[config.mk]
export PLATFORM = sky130hd
export DESIGN_NAME = position_complete_output
export DESIGN_NICKNAME = d
export VERILOG_FILES = /design/src/position_complete_pkg.sv /design/src/position_complete_output.sv
export SDC_FILE = /design/constraint.sdc
export NUM_CORES = 1
export LEC_CHECK = 0
export BUFFER_PORTS_ARGS = -buffer_cell sky130_fd_sc_hd__buf_2
export CORE_MARGIN = 2
export CORE_UTILIZATION = 35
export DETAILED_ROUTE_END_ITERATION = 8
export HOLD_SLACK_MARGIN = 0.15
export PLACE_DENSITY = 0.51
export SLEW_MARGIN = 20
export SYNTH_ARGS = -nofsm -noshare
export SYNTH_HDL_FRONTEND = slang
export SYNTH_SLANG_ARGS = --single-unit
[constraint.sdc]
create_clock -name sys_clk -period 7 [get_ports sys_clk]
set_input_delay 0.35 -clock sys_clk [delete_from_list [all_inputs] [get_ports sys_clk]]
set_output_delay 0.35 -clock sys_clk [all_outputs]
set_load 0.02 [all_outputs]
[src/position_complete_pkg.sv]
`default_nettype none
// ==========================================================
// Shared constants for the positioning status block
package position_complete_pkg;

  // ========================================================
  // Register offsets on the parameter port
  localparam logic [3:0] OFF_JUDGING_MODE   = 4'h0;
  localparam logic [3:0] OFF_COMPLETION_THR = 4'h1;
  localparam logic [3:0] OFF_NEAR_THR       = 4'h2;
  localparam logic [3:0] OFF_WINDOW_TIME    = 4'h3;
  localparam logic [3:0] OFF_HOLD_TIME      = 4'h4;
  localparam logic [3:0] OFF_OUT1_FUNCTION  = 4'h5;
  localparam logic [3:0] OFF_OUT1_LOGIC     = 4'h6;
  localparam logic [3:0] OFF_STATUS         = 4'h7;

  // ========================================================
  // Reset values
  localparam logic [1:0]  RST_JUDGING_MODE   = 2'h0;
  localparam logic [15:0] RST_COMPLETION_THR = 16'h0320;
  localparam logic [15:0] RST_NEAR_THR       = 16'h1388;
  localparam logic [15:0] RST_WINDOW_TIME    = 16'h000A;
  localparam logic [15:0] RST_HOLD_TIME      = 16'h0064;
  localparam logic [7:0]  RST_OUT1_FUNCTION  = 8'h83;
  localparam logic        RST_OUT1_LOGIC     = 1'h0;

  // ========================================================
  // Judging modes and output function codes
  localparam logic [1:0] MODE_DEVIATION   = 2'h0;
  localparam logic [1:0] MODE_CMD_ZERO    = 2'h1;
  localparam logic [1:0] MODE_FILT_ZERO   = 2'h2;
  localparam logic [1:0] MODE_FILT_WINDOW = 2'h3;
  localparam logic [7:0] FUNC_COMPLETED   = 8'h86;
  localparam logic [7:0] FUNC_NEAR        = 8'h87;

  // ========================================================
  // Status bit positions
  localparam int STAT_COMPLETED = 0;
  localparam int STAT_NEAR      = 1;
  localparam int STAT_OUTPUT    = 2;

  // ========================================================
  // Timing: one millisecond in clock cycles
  localparam int CLK_PERIOD_NS     = 100;
  localparam int MS_NS             = 1000000;
  localparam int MS_CYCLES_DEFAULT = (MS_NS + CLK_PERIOD_NS - 1) / CLK_PERIOD_NS;

endpackage : position_complete_pkg
`default_nettype wire

[src/position_complete_output.sv]
// Decided for this implementation: the register addresses and the address-and-strobe port.
`timescale 1ns/1ps
`default_nettype none
// Summary of operation
// - Judging mode selects condition sets; modes 2 and 3 share one
// - Mode 0: deviation below completion/near threshold
// - Mode 1: also incoming command zero
// - Mode 2: also filtered command zero
// - Mode 3: filtered zero, persisting through window
// - Completion conditions must hold for window milliseconds
// - Completed output held for hold milliseconds
// - Function 134 completed, 135 near
// - Logic 0: transistor on while valid
// - Logic 1: transistor off while valid
// - Deviation is reference minus feedback, absolute
module position_complete_output
#(
  parameter int MS_CYCLES = position_complete_pkg::MS_CYCLES_DEFAULT
)
(
  input  wire logic        sys_clk,
  input  wire logic        rst_n,
  input  wire logic [3:0]  reg_addr,
  input  wire logic [15:0] reg_wdata,
  input  wire logic        reg_write,
  input  wire logic        reg_read,
  output logic      [15:0] reg_rdata,
  input  wire logic [31:0] position_reference,
  input  wire logic [31:0] position_feedback,
  input  wire logic [15:0] position_command,
  input  wire logic [15:0] filtered_command,
  output logic             positioning_completed_status,
  output logic             positioning_near_status,
  output logic             digital_output_one
);

  // ========================================================
  // Settings held by software
  logic [1:0]  judging_mode_setting;
  logic [15:0] completion_threshold;
  logic [15:0] near_threshold;
  logic [15:0] detection_window_time;
  logic [15:0] completion_hold_time;
  logic [7:0]  output1_function_select;
  logic        output1_logic_select;

  // ========================================================
  // Internal condition and timing signals
  logic [31:0] abs_deviation;
  logic        below_completion;
  logic        below_near;
  logic        command_zero;
  logic        filter_zero;
  logic        completion_cond;
  logic        near_cond;
  logic [31:0] window_count;
  logic [31:0] hold_count;
  logic [31:0] window_cycles;
  logic [31:0] hold_cycles;
  logic        window_met;
  logic        selected_valid;

  // ========================================================
  // Helpers

  // Magnitude of a two's complement difference
  function automatic logic [31:0] abs_value(input logic [31:0] value);
    return value[31] ? 32'h0 - value : value;
  endfunction : abs_value

  // Milliseconds to cycles; 20000 ms fits well inside 32 bits
  function automatic logic [31:0] ms_to_cycles(input logic [15:0] ms);
    return 32'(ms) * 32'(MS_CYCLES);
  endfunction : ms_to_cycles

  // Saturating count so a long wait never wraps to zero
  function automatic logic [31:0] count_up(input logic [31:0] value);
    return (value != 32'hFFFFFFFF) ? value + 32'h1 : value;
  endfunction : count_up

  // ========================================================
  // Register writes
  // Writes act at once
  always_ff @(posedge sys_clk or negedge rst_n)
  begin
    if (!rst_n)
    begin
      judging_mode_setting    <= position_complete_pkg::RST_JUDGING_MODE;
      completion_threshold    <= position_complete_pkg::RST_COMPLETION_THR;
      near_threshold          <= position_complete_pkg::RST_NEAR_THR;
      detection_window_time   <= position_complete_pkg::RST_WINDOW_TIME;
      completion_hold_time    <= position_complete_pkg::RST_HOLD_TIME;
      output1_function_select <= position_complete_pkg::RST_OUT1_FUNCTION;
      output1_logic_select    <= position_complete_pkg::RST_OUT1_LOGIC;
    end
    else if (reg_write)
    begin
      if (reg_addr == position_complete_pkg::OFF_JUDGING_MODE)
      begin
        judging_mode_setting <= reg_wdata[1:0];
      end
      else if (reg_addr == position_complete_pkg::OFF_COMPLETION_THR)
      begin
        completion_threshold <= reg_wdata;
      end
      else if (reg_addr == position_complete_pkg::OFF_NEAR_THR)
      begin
        near_threshold <= reg_wdata;
      end
      else if (reg_addr == position_complete_pkg::OFF_WINDOW_TIME)
      begin
        detection_window_time <= reg_wdata;
      end
      else if (reg_addr == position_complete_pkg::OFF_HOLD_TIME)
      begin
        completion_hold_time <= reg_wdata;
      end
      else if (reg_addr == position_complete_pkg::OFF_OUT1_FUNCTION)
      begin
        output1_function_select <= reg_wdata[7:0];
      end
      else if (reg_addr == position_complete_pkg::OFF_OUT1_LOGIC)
      begin
        output1_logic_select <= reg_wdata[0];
      end
    end
  end

  // ========================================================
  // Register reads, data valid in the following cycle
  always_ff @(posedge sys_clk or negedge rst_n)
  begin
    if (!rst_n)
    begin
      reg_rdata <= 16'h0000;
    end
    else if (!reg_read)
    begin
      reg_rdata <= 16'h0000;
    end
    else if (reg_addr == position_complete_pkg::OFF_JUDGING_MODE)
    begin
      reg_rdata <= {14'h0000, judging_mode_setting};
    end
    else if (reg_addr == position_complete_pkg::OFF_COMPLETION_THR)
    begin
      reg_rdata <= completion_threshold;
    end
    else if (reg_addr == position_complete_pkg::OFF_NEAR_THR)
    begin
      reg_rdata <= near_threshold;
    end
    else if (reg_addr == position_complete_pkg::OFF_WINDOW_TIME)
    begin
      reg_rdata <= detection_window_time;
    end
    else if (reg_addr == position_complete_pkg::OFF_HOLD_TIME)
    begin
      reg_rdata <= completion_hold_time;
    end
    else if (reg_addr == position_complete_pkg::OFF_OUT1_FUNCTION)
    begin
      reg_rdata <= {8'h00, output1_function_select};
    end
    else if (reg_addr == position_complete_pkg::OFF_OUT1_LOGIC)
    begin
      reg_rdata <= {15'h0000, output1_logic_select};
    end
    else if (reg_addr == position_complete_pkg::OFF_STATUS)
    begin
      reg_rdata <= 16'h0000;
      reg_rdata[position_complete_pkg::STAT_COMPLETED] <= positioning_completed_status;
      reg_rdata[position_complete_pkg::STAT_NEAR]      <= positioning_near_status;
      reg_rdata[position_complete_pkg::STAT_OUTPUT]    <= digital_output_one;
    end
    else
    begin
      // Unmapped offsets read as zero
      reg_rdata <= 16'h0000;
    end
  end

  // ========================================================
  // Deviation and threshold comparisons
  // Reference minus feedback
  assign abs_deviation = abs_value(position_reference - position_feedback);

  assign below_completion = abs_deviation < {16'h0000, completion_threshold};
  assign below_near       = abs_deviation < {16'h0000, near_threshold};
  assign command_zero     = position_command == 16'h0000;
  assign filter_zero      = filtered_command == 16'h0000;

  // Condition selection by judging mode
  always_comb
  begin
    completion_cond = 1'h0;
    near_cond       = 1'h0;
    case (judging_mode_setting)
      position_complete_pkg::MODE_DEVIATION:
      begin
        completion_cond = below_completion;
        near_cond       = below_near;
      end
      position_complete_pkg::MODE_CMD_ZERO:
      begin
        completion_cond = below_completion && command_zero;
        near_cond       = below_near && command_zero;
      end
      position_complete_pkg::MODE_FILT_ZERO:
      begin
        completion_cond = below_completion && filter_zero;
        near_cond       = below_near && filter_zero;
      end
      default:
      begin
        completion_cond = below_completion && filter_zero;
        near_cond       = below_near && filter_zero;
      end
    endcase
  end

  // ========================================================
  // Detection window and hold timing
  // Cycle counts track the settings live, so a change lands at once
  assign window_cycles = ms_to_cycles(detection_window_time);
  assign hold_cycles   = ms_to_cycles(completion_hold_time);

  assign window_met = completion_cond && (window_count >= window_cycles);

  // Window counter; any gap in the condition starts it over
  always_ff @(posedge sys_clk or negedge rst_n)
  begin
    if (!rst_n)
    begin
      window_count <= 32'h0;
    end
    else if (!completion_cond)
    begin
      window_count <= 32'h0;
    end
    else
    begin
      window_count <= count_up(window_count);
    end
  end

  // Completed flag with minimum hold
  always_ff @(posedge sys_clk or negedge rst_n)
  begin
    if (!rst_n)
    begin
      positioning_completed_status <= 1'h0;
      hold_count                   <= 32'h0;
    end
    else if (!positioning_completed_status)
    begin
      hold_count <= 32'h0;
      if (window_met)
      begin
        positioning_completed_status <= 1'h1;
      end
    end
    else
    begin
      hold_count <= count_up(hold_count);
      if (!window_met && (hold_count >= hold_cycles))
      begin
        positioning_completed_status <= 1'h0;
      end
    end
  end

  // Near flag follows its condition with no window
  always_ff @(posedge sys_clk or negedge rst_n)
  begin
    if (!rst_n)
    begin
      positioning_near_status <= 1'h0;
    end
    else
    begin
      positioning_near_status <= near_cond;
    end
  end

  // ========================================================
  // Digital output terminal
  // Function code routing
  always_comb
  begin
    selected_valid = 1'h0;
    if (output1_function_select == position_complete_pkg::FUNC_COMPLETED)
    begin
      selected_valid = positioning_completed_status;
    end
    else if (output1_function_select == position_complete_pkg::FUNC_NEAR)
    begin
      selected_valid = positioning_near_status;
    end
  end

  // High drives the output transistor on; other codes stay invalid
  always_ff @(posedge sys_clk or negedge rst_n)
  begin
    if (!rst_n)
    begin
      digital_output_one <= 1'h0;
    end
    else if (!output1_logic_select)
    begin
      digital_output_one <= selected_valid;
    end
    else
    begin
      digital_output_one <= !selected_valid;
    end
  end

endmodule : position_complete_output
`default_nettype wire

# Word level (Yosys, flattened, before mapping)
# Index checks and enable logic that the tools add are counted.
# Widths: inputs -> output; s select.
word_totals:
  ff_bits: 158
  in_bits: 120
  out_inout_bits: 19
  word_cells: 84
op_classes:
  n_addsub: 4
  multipliers: 2
  n_lt_le_gt_ge: 4
  n_eq_ne: 14
  muxes: 22
  n_bitwise: 6
  reduce_logical: 19
ops:
  columns: ["op", "count"]
  rows:
  - ["$mux 32", 5]
  - ["$mux 16", 6]
  - ["$add 32x1->32 const B", 2]
  - ["$ge 32x30->1", 2]
  - ["$lt 32x16->1", 2]
  - ["$ne 32x32->1 const B", 2]
  - ["$mul 16x10->26 const B", 2]
  - ["$logic_not 16->1", 2]
  - ["$sub 1x32->32 const A", 1]
  - ["$sub 32x32->32", 1]
  - ["$eq 4x3->1 const B", 4]
  - ["$eq 8x8->1 const B", 2]
  - ["$eq 4x2->1 const B", 2]
  - ["$mux 8", 1]
  - ["$reduce_and 8->1", 1]
  - ["$reduce_and 7->1", 1]
  - ["$logic_and 1x1->1", 6]
  - ["$mux 1", 6]
  - ["$mux 3", 2]
  - ["$not 1->1", 6]
  - ["$reduce_and 6->1", 1]
  - ["$reduce_and 5->1", 1]
  - ["$eq 4x1->1 const B", 1]
  - ["$logic_not 4->1", 1]
  - ["8 further kinds", 11]

# Longest topological paths before layout
logic_depth:
  depth_word: 11
  depth_mapped: 31

# Least setup slack after synthesis
# OpenSTA, ideal clock, no wires.
synth_timing:
  kind: "reg-to-reg"
  start: "reg completion_hold_time[5]"
  end: "reg positioning_completed_status"
  setup_time_ns: 0.126
  arrival_time_ns: 5.599
  t_required_ns: 6.874
  setup_slack_ns: 1.275
  path_stages_with_launch: 28
  n_path_buf: 0
  period_less_slack_ns: 5.725
  cell_sequence: "dfstp_2 > inv_1 > fa_1 > inv_1 > ha_1 > inv_1 > fa_1 > inv_1 > ha_1 > inv_1 > fa_1 > inv_1 > ha_1 > o21ai_0 > a21oi_1 > o21ai_0 > nand2b_1 > a211oi_1 > o31ai_1 > or4_1 > a31o_2 > a21oi_1 > xor2_1 > ha_1 > nand4_1 > nor4_1 > a21o_1 > o31ai_1"
synth_between:
  elab_chain_cells: 5
synth_lines:
  columns: ["element", "line", "text"]
  rows:
  - ["start, declared", "position_complete_output.sv:43", "logic [15:0] completion_hold_time;"]
  - ["start signal, assigned", "position_complete_output.sv:92", "completion_hold_time <= position_complete_pkg::RST_HOLD_TIME;"]
  - ["start signal, assigned", "position_complete_output.sv:116", "completion_hold_time <= reg_wdata;"]
  - ["$mul 16x10->26", "position_complete_output.sv:73", "return 32'(ms) * 32'(MS_CYCLES);"]
  - ["$ge 32x30->1", "position_complete_output.sv:266", "if (!window_met && (hold_count >= hold_cycles))"]
  - ["$logic_and 1x1->1", "position_complete_output.sv:266", null]
  - ["$mux 1", "position_complete_output.sv:266", null]
  - ["$mux 1", "position_complete_output.sv:255", "else if (!positioning_completed_status)"]
  - ["end signal, assigned", "position_complete_output.sv:252", "positioning_completed_status <= 1'h0;"]
  - ["end signal, assigned", "position_complete_output.sv:260", "positioning_completed_status <= 1'h1;"]
  - ["end signal, assigned", "position_complete_output.sv:268", "positioning_completed_status <= 1'h0;"]
  - ["end, declared", "position_complete_output.sv:32", "output logic positioning_completed_status,"]
# No other way between the ends.
# A chain may end at the register's enable or synchronous reset.

# Worst setup path after layout
# Ends and elaborated chain as after synthesis.

==> out/results.ini <==
[clock_network]
cts_made_buffers=17
cts_tree=done
cts.clk_slew.worst_paths_ns=0.07
cts_root_buf=clkbuf_16
clock_sinks=158
htreeDepth=4
clockBufferDepth=2
clk_latency_ns=0.46

[setup_path]
worst_ep_arrival_time_ns=6.59
crit_top_cell=inv_1
critPathMaxFanout=4
cp-end-kind=register
cpMaxStageDelayCell=dfstp_2
cp_data_required_time_ns=7.32
max_stage_delay_ns=0.57
worstSetupStartpointType=register
timing.rr.end=positioning_completed_status
r2r_slack_ns=0.73
reg2regPathDepth=27
critical_path_class=register to register
regToRegStartpoint=completion_hold_time[5]

[sta]
fin_tns_setup_ns=0
setup_viol=0
hold_ws_ns=0.1865
max_slew_margin=0.3469
report.final.slew_viol_count=0
hold_violations=0
min_period_over_period=0.8952
fmax_ghz=0.1596
skew_ns=0.01148
fin_crit_ns=6.266
worst_slew_pin_slew_ns=0.9727
rsz0062_at_grt=no
fin_ws_ns=0.7335

[hold_path]
hold_path_class=input port to register
hold_end=detection_window_time[13]
hold_path_depth=2
hold_start=reg_wdata[13]

[synth]
synth_compound_area_frac=0.1380
muxShareOfSynthArea=0.05825
yosys-top-cells-area=dfrtp_1, ha_1, fa_1, inv_1, mux2_2
synth_xor_area_frac=0.06663
synth_top_family_by_area=adder cells
synth_ff_type=dfrtp_1
synth_commonest_cells=inv_1, ha_1, dfrtp_1
syn_area_sq_mm=0.01746
ys_seq_area_frac=0.2276
synth-adder-area-share=0.2662
synthSimpleGateAreaFrac=0.1657
ys_types=81
synth_edf_count=0
syn-instance-count=1963
syn_area_per_cell_sq_um=8.896
synth_top_area_frac=0.2035
yosysMostFrequentCell=inv_1
synth_seq_cells=158
yosysWarnings=0
synth_nets=2412
synth_area_leader_cell=dfrtp_1
async_flop_share=1.000

[power_and_ir_drop]
power_w=0.01025
p_per_area_mw_per_mm2=525.2
cellLeakagePower_nw=9.656
ir_drop_mv=0.3521

[detailed_routing]
drc=0
route.antenna.remaining_nets=0
viasPerCell=5.160
wl_per_cell_um=16.71
vias=14258
routed_wl_um=46170
firstDrtPassIters=5
drt_iter0_drc=814

[floorplan]
core_region_area_sq_mm=0.04905
dieArea_sq_mm=0.05170
die_y_um=227.4
rows=81
fp.dieW_um=227.4
start_util=0.3560
io_pins=139

[job]
maxCapViolations=0

[final_layout]
diodes=0
fillCellCount=5027
drive_above_1_share=0.1525
fin_nets=2535
syn2layout_area_growth_pct=11.69

[grt]
grt_pass1_vias=13925
grt_pass1_wl_um=74350
antenna_found_initial=0
grt_remaining_overflow=0
grt_usage=0.1822
grt_max_degree=88

[placement]
pre_cts_slack_ns=0.7924
gp_congestion=0.8364
port-buffer-count=138
dpl.hpwl_um=37590

[run_status]
status=complete, no violations

## where the power goes
group	switching [W]	internal, W	leakage [nW]	total, W
Clock	0.000441	0.000576	0.306	0.00102
Combinational	0.00453	0.00350	7.31	0.00802
Sequential	0.000156	0.00105	2.04	0.00120
Total	0.00513	0.00512	9.66	0.0102
## worst max path at each step
stage,start,to,cells past startpoint
finish,completion_hold_time[5],positioning_completed_status,27
floorplan,completion_hold_time[5],positioning_completed_status,27
detailed placement,completion_hold_time[5],positioning_completed_status,27
global placement,completion_hold_time[5],positioning_completed_status,27
CTS,completion_hold_time[5],positioning_completed_status,27
global route,completion_hold_time[5],positioning_completed_status,27
## per-stage QoR
step	cells	area, sq um	utilization
after floorplan	1963	17460	-
after detailed placement	2729	18860	0.3845
after global routing	2763	19510	0.3976
after CTS	2763	19510	0.3976
after global placement	2729	18860	0.3845
final	2763	19510	0.3976
## cell type report
type                    instances  area [sq um]  area share
clock buffers                  18         429.2     0.02200
clock inverters                14         193.9    0.009943
inverters                     307          1152     0.05908
multi-input cells            1453         12140      0.6224
flip-flops and latches        158          3974      0.2037
well taps                     664         830.8     0.04259
repair buffers                149         784.5     0.04022
## layout by cell type (no fill, tap or decap), types with 23 or more instances in the layout
| cell | synthesis | final |
|---|---|---|
| inv_1 | 307 | 307 |
| and3_1 | 23 | 23 |
| buf_2 | 3 | 137 |
| nand4_1 | 28 | 28 |
| xnor2_1 | 71 | 71 |
| xor2_1 | 55 | 55 |
| nor2_1 | 87 | 87 |
| fa_1 | 71 | 71 |
| nand2_1 | 112 | 112 |
| dfrtp_1 | 142 | 142 |
| o21ai_0 | 76 | 76 |
| ha_1 | 258 | 258 |
| a21oi_1 | 107 | 107 |
| nor3_1 | 55 | 55 |
| mux2_2 | 77 | 77 |
| and2_1 | 36 | 36 |
| nand3_1 | 53 | 53 |
| a21o_1 | 41 | 41 |
## logic make-up (layout without fill, tap and decap cells)
group	count (synthesis)	in the layout
xor+xnor	129	129
fa+ha+maj	329	329
compound gates	371	371
buf+inv	352	488
flops	158	158
simple gates	532	532
mux	92	92
## worst max-delay path, delay by kind of cell, from the launching register on
kind | cells | cell delay (ns)
fa+ha+maj | 7 | 2.64
compound gates | 9 | 1.57
simple gates | 4 | 0.91
flops | 1 | 0.57
buf+inv | 6 | 0.34
xor+xnor | 1 | 0.08
## routing by layer
metal  up-vias  global-route usage  routed length (um)
met3        25             0.03085                1925
met1      6931              0.2687               23300
met4         0             0.02867                 361
li1       7036                   -                   -
met2       266              0.2826               20580
met5         -                   0                   0
## state kept, by name (all words and copies together) (netlist names)
register	count
window_count	32
judging_mode_setting	2
positioning_near_status	1
hold_count	32
near_threshold	16
digital_output_one	1
output1_function_select	8
positioning_completed_status	1
completion_hold_time	16
output1_logic_select	1
detection_window_time	16
reg_rdata	16
completion_threshold	16
## repair_timing
item,CTS,global route
resized for setup,0,0
hold buffers,2,0
buffers inserted,0,0
endpoints found under the setup margin,0,0
hold endpoints to repair,84,0
Note: power is estimated with default switching activity, not from simulation.
